$ cat config.mk
export PLATFORM = sky130hd
export DESIGN_NAME = asis_top
export DESIGN_NICKNAME = d
export VERILOG_FILES = /design/src/asis_pkg.sv /design/src/asis_top.sv
export SDC_FILE = /design/constraint.sdc
export NUM_CORES = 1
export LEC_CHECK = 0
export BUFFER_PORTS_ARGS = -buffer_cell sky130_fd_sc_hd__buf_2
export CAP_MARGIN = 30
export CORE_ASPECT_RATIO = 1.2
export CORE_MARGIN = 2
export CORE_UTILIZATION = 50
export CTS_CLUSTER_DIAMETER = 40
export DETAILED_ROUTE_END_ITERATION = 6
export PLACE_DENSITY = 0.74
export SYNTH_ARGS = -nofsm -noshare
export SYNTH_HDL_FRONTEND = slang
export SYNTH_SLANG_ARGS = --single-unit
$ cat constraint.sdc
create_clock -name MCLK -period 2.25 [get_ports MCLK]
set_input_delay 0.45 -clock MCLK [delete_from_list [all_inputs] [get_ports MCLK]]
set_output_delay 0.45 -clock MCLK [all_outputs]
set_load 0.01 [all_outputs]
$ cat src/asis_pkg.sv
package asis_pkg;
    // ==========================================
    // register map
    localparam logic [11:0] INPUT_SELECT_OFFSET = 12'h040;
    localparam logic [11:0] STEP_CONTROL_OFFSET = 12'h044;
    localparam logic [31:0] INPUT_SELECT_RESET = 32'h00000000;
    localparam logic [31:0] STEP_CONTROL_RESET = 32'h00000000;
    localparam logic [31:0] INPUT_SELECT_RW_MASK = 32'h77777777;
    // ==========================================
    // field layout: one nibble per step
    localparam int STEPS = 8;
    localparam int SEL_WIDTH = 3;
    localparam int SEL_STRIDE = 4;
    localparam int CTL_END_POS = 1;
    localparam int CTL_TEMP_POS = 3;
    localparam logic [3:0] TEMP_SENSOR_CHANNEL = 4'h8;

    typedef struct packed {
        logic valid;
        logic temp_sensor;
        logic [2:0] pin;
    } asis_conv_s;
endpackage : asis_pkg

$ cat src/asis_top.sv
module asis_top (
    input wire logic MCLK,
    input wire logic RST,
    input wire logic PSEL,
    input wire logic PENABLE,
    input wire logic PWRITE,
    input wire logic [11:0] PADDR,
    input wire logic [31:0] PWDATA,
    output logic [31:0] PRDATA,
    output logic PREADY,
    output logic PSLVERR,
    input wire logic SEQ_START,
    input wire logic CONV_DONE,
    output logic CONV_REQ,
    output logic [3:0] CONV_CHANNEL,
    output logic SEQ_BUSY
);
    // ==========================================
    // register file
    logic [31:0] sel_q, sel_d;
    logic [31:0] ctl_q, ctl_d;
    logic [31:0] rdata_q, rdata_d;
    logic wr_en, rd_en, hit_sel, hit_ctl;

    function automatic logic [2:0] step_sel(input logic [31:0] r, input logic [2:0] s);
        step_sel = r[s*asis_pkg::SEL_STRIDE +: asis_pkg::SEL_WIDTH];
    endfunction

    assign hit_sel = PADDR == asis_pkg::INPUT_SELECT_OFFSET;
    assign hit_ctl = PADDR == asis_pkg::STEP_CONTROL_OFFSET;
    assign wr_en = PSEL && PENABLE && PWRITE;
    // read data is latched in the setup cycle so it stands through the access phase
    assign rd_en = PSEL && !PENABLE && !PWRITE;
    // no wait states: every access completes in its first access cycle
    assign PREADY = 1'b1;
    assign PSLVERR = PSEL && PENABLE && !hit_sel && !hit_ctl;
    assign PRDATA = rdata_q;

    always_comb
    begin
        sel_d = sel_q;
        ctl_d = ctl_q;
        rdata_d = rdata_q;
        if (wr_en && hit_sel)
        begin
            sel_d = PWDATA & asis_pkg::INPUT_SELECT_RW_MASK;
        end
        if (wr_en && hit_ctl)
        begin
            ctl_d = PWDATA;
        end
        if (rd_en)
        begin
            rdata_d = hit_sel ? sel_q : (hit_ctl ? ctl_q : 32'h00000000);
        end
    end

    always_ff @(posedge MCLK)
    begin
        if (RST)
        begin
            sel_q <= asis_pkg::INPUT_SELECT_RESET;
            ctl_q <= asis_pkg::STEP_CONTROL_RESET;
            rdata_q <= 32'h00000000;
        end
        else
        begin
            sel_q <= sel_d;
            ctl_q <= ctl_d;
            rdata_q <= rdata_d;
        end
    end

    // ==========================================
    // sequencer: one step per converter handshake
    typedef enum logic [1:0] {S_IDLE, S_REQ, S_WAIT} asis_state_e;
    asis_state_e st_q, st_d;
    logic [2:0] step_q, step_d;
    asis_pkg::asis_conv_s cur;
    logic [3:0] nib;

    // the step's nibble in the control register: bit 1 end, bit 3 temperature
    assign nib = ctl_q[step_q*asis_pkg::SEL_STRIDE +: asis_pkg::SEL_STRIDE];

    always_comb
    begin
        cur.valid = st_q == S_REQ;
        cur.temp_sensor = nib[asis_pkg::CTL_TEMP_POS];
        cur.pin = step_sel(sel_q, step_q);
    end

    always_comb
    begin
        st_d = st_q;
        step_d = step_q;
        unique case (st_q)
            S_IDLE:
            begin
                if (SEQ_START)
                begin
                    st_d = S_REQ;
                    step_d = 3'h0;
                end
            end
            S_REQ:
            begin
                st_d = S_WAIT;
            end
            S_WAIT:
            begin
                if (CONV_DONE)
                begin
                    // stop at end flag or after step eight
                    if (nib[asis_pkg::CTL_END_POS] || step_q == 3'h7)
                    begin
                        st_d = S_IDLE;
                    end
                    else
                    begin
                        st_d = S_REQ;
                        step_d = step_q + 3'h1;
                    end
                end
            end
            default:
            begin
                // the spare state code can only come from an upset; recover to idle
                st_d = S_IDLE;
            end
        endcase
    end

    always_ff @(posedge MCLK)
    begin
        if (RST)
        begin
            st_q <= S_IDLE;
            step_q <= 3'h0;
            CONV_CHANNEL <= 4'h0;
        end
        else
        begin
            st_q <= st_d;
            step_q <= step_d;
            // latched once per step so register writes mid-step cannot move the channel
            if (cur.valid)
            begin
                // sensor overrides the pin field
                CONV_CHANNEL <= cur.temp_sensor ? asis_pkg::TEMP_SENSOR_CHANNEL
                                                : {1'b0, cur.pin};
            end
        end
    end

    assign CONV_REQ = st_q == S_WAIT;
    assign SEQ_BUSY = st_q != S_IDLE;

    // ==========================================
    // checks
    property p_reserved_zero;
        @(posedge MCLK) disable iff (RST) (sel_q & ~asis_pkg::INPUT_SELECT_RW_MASK) == 32'h0;
    endproperty
    a_reserved_zero: assert property (p_reserved_zero) else $error("reserved bit set");

    property p_first_step;
        @(posedge MCLK) disable iff (RST)
            (st_q == S_IDLE && SEQ_START) |=> ##1 (CONV_REQ && step_q == 3'h0);
    endproperty
    a_first_step: assert property (p_first_step) else $error("first step wrong");

    property p_pin_route;
        @(posedge MCLK) disable iff (RST)
            (cur.valid && !cur.temp_sensor) |=> CONV_CHANNEL == {1'b0, $past(cur.pin)};
    endproperty
    a_pin_route: assert property (p_pin_route) else $error("pin not routed");

    property p_temp_route;
        @(posedge MCLK) disable iff (RST)
            (cur.valid && cur.temp_sensor) |=> CONV_CHANNEL == asis_pkg::TEMP_SENSOR_CHANNEL;
    endproperty
    a_temp_route: assert property (p_temp_route) else $error("sensor not routed");

    property p_end_stops;
        @(posedge MCLK) disable iff (RST)
            (st_q == S_WAIT && CONV_DONE && nib[asis_pkg::CTL_END_POS]) |=> !SEQ_BUSY;
    endproperty
    a_end_stops: assert property (p_end_stops) else $error("ran past end");

    property p_step_advance;
        @(posedge MCLK) disable iff (RST)
            (st_q == S_WAIT && CONV_DONE && !nib[asis_pkg::CTL_END_POS] && step_q != 3'h7)
                |=> (st_q == S_REQ && step_q == $past(step_q) + 3'h1);
    endproperty
    a_step_advance: assert property (p_step_advance) else $error("step not advanced");

    property p_req_holds;
        @(posedge MCLK) disable iff (RST)
            (CONV_REQ && !CONV_DONE) |=> (CONV_REQ && $stable(CONV_CHANNEL));
    endproperty
    a_req_holds: assert property (p_req_holds) else $error("request dropped early");

    property p_sel_write;
        @(posedge MCLK) disable iff (RST)
            (wr_en && hit_sel) |=> sel_q == ($past(PWDATA) & asis_pkg::INPUT_SELECT_RW_MASK);
    endproperty
    a_sel_write: assert property (p_sel_write) else $error("select write lost");

    property p_sel_read;
        @(posedge MCLK) disable iff (RST)
            (rd_en && hit_sel) |=> PRDATA == $past(sel_q);
    endproperty
    a_sel_read: assert property (p_sel_read) else $error("select read wrong");
endmodule // asis_top

==> summary.txt <==
Worst setup path
  • CP Data Arrival Time: 1.73 ns
  • Crit-path max cell delay: 0.53 ns
  • Most used cell, CP: buf_2
  • Worst-path maximum fanout: 3
  • Worst-path cell chain: buf_2 -> or4b_4 -> buf_4 -> o311a_1 -> buf_2
  • Crit path capture type: output port
  • Worst Path Required: 1.80 ns
  • Setup Crit Path Kind: in2out
  • Startpoint Class: primary input
  • Delay-heaviest family, CP: simple AND/OR/NAND/NOR gates
  • CP max-delay cell: or4b_4
  • CP bufs+invs: 3

Placed design
  • PortBufs: 89
  • DP Wirelength: 7.07 mm
  • GP Congestion: 0.787
  • Post-Place Cells: 636

Timing
  • Final hold vios: 0
  • Minimum clock period after layout: 2.18 ns
  • Final setup violation count: 0
  • Crit share post-route: 0.970
  • Worst slew margin: 0.598
  • Worst slew pin tran: 0.602 ns
  • RSZ-0062 raised after global routing: no
  • F_max: 458 MHz
  • Slew Viols, Final: 0
  • Final setup TNS: 0 ns
  • Fin Clk Skew: 0.00873 ns

Clock tree
  • CTS resizes: 0
  • Post-CTS setup buffers: 0
  • CTS tree: yes
  • Hold buffer count at CTS: 0
  • TritonCTS Sinks: 97
  • Root Driver: clkbuf_8
  • TritonCTS buffer count: 9
  • Clk slew on worst S/H paths: 0.09 ns
  • Clock Latency Late Sink: 0.37 ns
  • H-Tree Depth: 3
  • Longest Clk Path Bufs: 2

Detailed routing
  • Starting DRT DRC Count: 339
  • Wire per inst: 16.4 um
  • Final ANT Viol Nets: 0
  • Vias/cell: 5.82
  • DRC violations left: 0
  • Drt total wl: 10.7 mm
  • First-pass detailed-route iteration total: 5
  • Routed vias: 3,793

Floorplan
  • Die outline height: 105 um
  • Initial Utilization: 0.520
  • I/O pins: 91
  • Num rows: 36
  • Die area: 9280 sq um
  • Die Wd: 88.3 um
  • Core area: 8200 sq um

Yosys
  • Syn. warnings: 0
  • Synthesized instance count: 467
  • Synth Cell Area: 4260 sq um
  • Post-Synthesis Net Count: 520
  • Post-synth top flop: dfxtp_1
  • Register area share after synthesis: 0.456
  • #FFs+latches synth: 97
  • FFs w/ async S/R, synth: 0
  • Cell variety after synth: 31
  • Post-Syn Area per Cell: 9.12 sq um
  • Number of synthesized flops with an enable pin: 0

Cells and area
  • Multi-input logic area: 2060 sq um
  • Layout fillers: 748
  • Final Core Density: 0.611
  • Storage element area: 1940 sq um
  • Post-route insts no fill: 652
  • Ant diodes: 0
  • Final #Nets: 586
  • Area grow syn2layout: 17.6%
  • Fraction of layout cells with a size suffix above 1: 0.294

Job
  • Max-cap viol count: 0

Power and ir drop
  • Pleak: 1.90 nW
  • Pwr dens: 615 nW/um^2
  • Max VDD drop: 0.371 mV

Global routing
  • First-pass GRT wire length: 17.3 mm
  • Total congestion overflow: 0
  • Pin count of the biggest net entering global routing: 63
  • Vias in the first global route: 3,578
  • GR Util All Layers: 0.235
  • Initial antenna violation count: 0

Min path
  • Hold Crit Class: in2reg

Run status
  • Outcome: complete, no violations
[state kept, by name, indices dropped and copies added, names as in the netlist]
| name | cells |
|---|---|
| st_q | 2 |
| PRDATA | 32 |
| step_q | 3 |
| CONV_CHANNEL | 4 |
| ctl_q | 32 |
| sel_q | 24 |
[worst paths after layout]
check | startpoint | to | slack, ns | cells past startpoint
setup / recovery | PADDR[5] | PSLVERR | 0.07 | 5
hold reg to reg | CONV_CHANNEL[2]$_SDFFE_PP0N_ | CONV_CHANNEL[2]$_SDFFE_PP0N_ | 0.46 | 2
hold / removal | PWDATA[31] | ctl_q[31]$_SDFFE_PP0P_ | 0.32 | 3
setup reg to reg | step_q[0]$_SDFFE_PP0P_ | step_q[1]$_SDFFE_PP0P_ | 0.30 | 4
[cells in the mapped netlist, types with 2 or more instances]
cell type | count | area (sq um)
o21ai_1 | 40 | 200
buf_6 | 5 | 56.3
o21ai_0 | 19 | 95.1
a21oi_1 | 59 | 295
nand2_1 | 9 | 33.8
or4_4 | 2 | 22.5
clkbuf_1 | 30 | 113
mux4_2 | 8 | 180
buf_1 | 4 | 15.0
nor2_1 | 35 | 131
mux2i_1 | 15 | 150
buf_4 | 6 | 45.0
mux2_2 | 24 | 270
nand3_1 | 57 | 285
nor2b_1 | 4 | 25.0
a22oi_1 | 24 | 180
dfxtp_1 | 97 | 1940
buf_2 | 5 | 25.0
a32oi_1 | 8 | 70.1
inv_1 | 4 | 15.0
ha_1 | 2 | 25.0
[worst min-delay path: stages]
cell     delay [ns]
buf_2          0.10
nand3_1        0.06
a21oi_1        0.05
[per-stage QoR]
| step | hold WS (ns) | total power [mW] | setup slack (ns) | instance area [sq um] |
|---|---|---|---|---|
| 2_1_floorplan | 0.450 | 1.86 | 0.133 | 4260 |
| 3_3_place_gp | 0.434 | 1.94 | 0.0236 | 4800 |
| 3_5_place_dp | 0.450 | 1.94 | -0.0525 | 4800 |
| 4_1_cts | 0.318 | 3.10 | 0.0589 | 5010 |
| 5_1_grt | 0.323 | 3.19 | 0.0283 | 5010 |
| 6_report | 0.324 | 3.08 | 0.0682 | 5010 |
[layout make-up]
cell class | count | share of cell area
clock buffer | 12 | 0.0310
clock inverter | 4 | 0.0102
inverter | 4 | 0.00300
multi-input combinational | 316 | 0.412
sequential | 97 | 0.388
tap | 114 | 0.0285
timing repair buffer | 105 | 0.128
[report_power, final]
group / internal [mW] / total, mW / switching [mW] / leakage, nW
Combinational: 0.0671 / 0.185 / 0.118 / 1.02
Clock: 0.575 / 1.18 / 0.601 / 0.103
Sequential: 1.72 / 1.72 / 0.00206 / 0.781
Total: 2.36 / 3.08 / 0.722 / 1.90
[kinds of logic (layout without fill, tap and decap cells)]
group,after synthesis,count (layout),synth area share
compound gates,151,151,0.200
simple gates,115,115,0.133
flops,97,97,0.456
buf+inv,54,125,0.0632
mux,47,47,0.141
fa+ha+maj,2,2,0.00587
other cells,1,1,0.000880
[cells in the final DEF (no fill, tap or decap), types with 2 or more instances in the layout]
cell type  count
buf_12         6
a32oi_1        8
mux2i_1       15
or4_4          2
nand2_1        9
a21oi_1       59
buf_2         89
o21ai_1       40
dfxtp_1       97
clkbuf_8      11
mux4_2         8
a22oi_1       24
inv_1          4
nand3_1       57
buf_4         10
nor2b_1        4
o21ai_0       19
ha_1           2
mux2_2        24
nor2_1        35
[routing by layer]
| layer | vias up | global-route usage | part of all wire |
|---|---|---|---|
| met5 | - | 0 | 0 |
| met4 | 0 | 0.101 | 0.018 |
| met3 | 15 | 0.0506 | 0.065 |
| met2 | 139 | 0.361 | 0.48 |
| met1 | 1818 | 0.316 | 0.44 |
| li1 | 1821 | - | - |
Note: power is estimated with default switching activity, not from simulation.
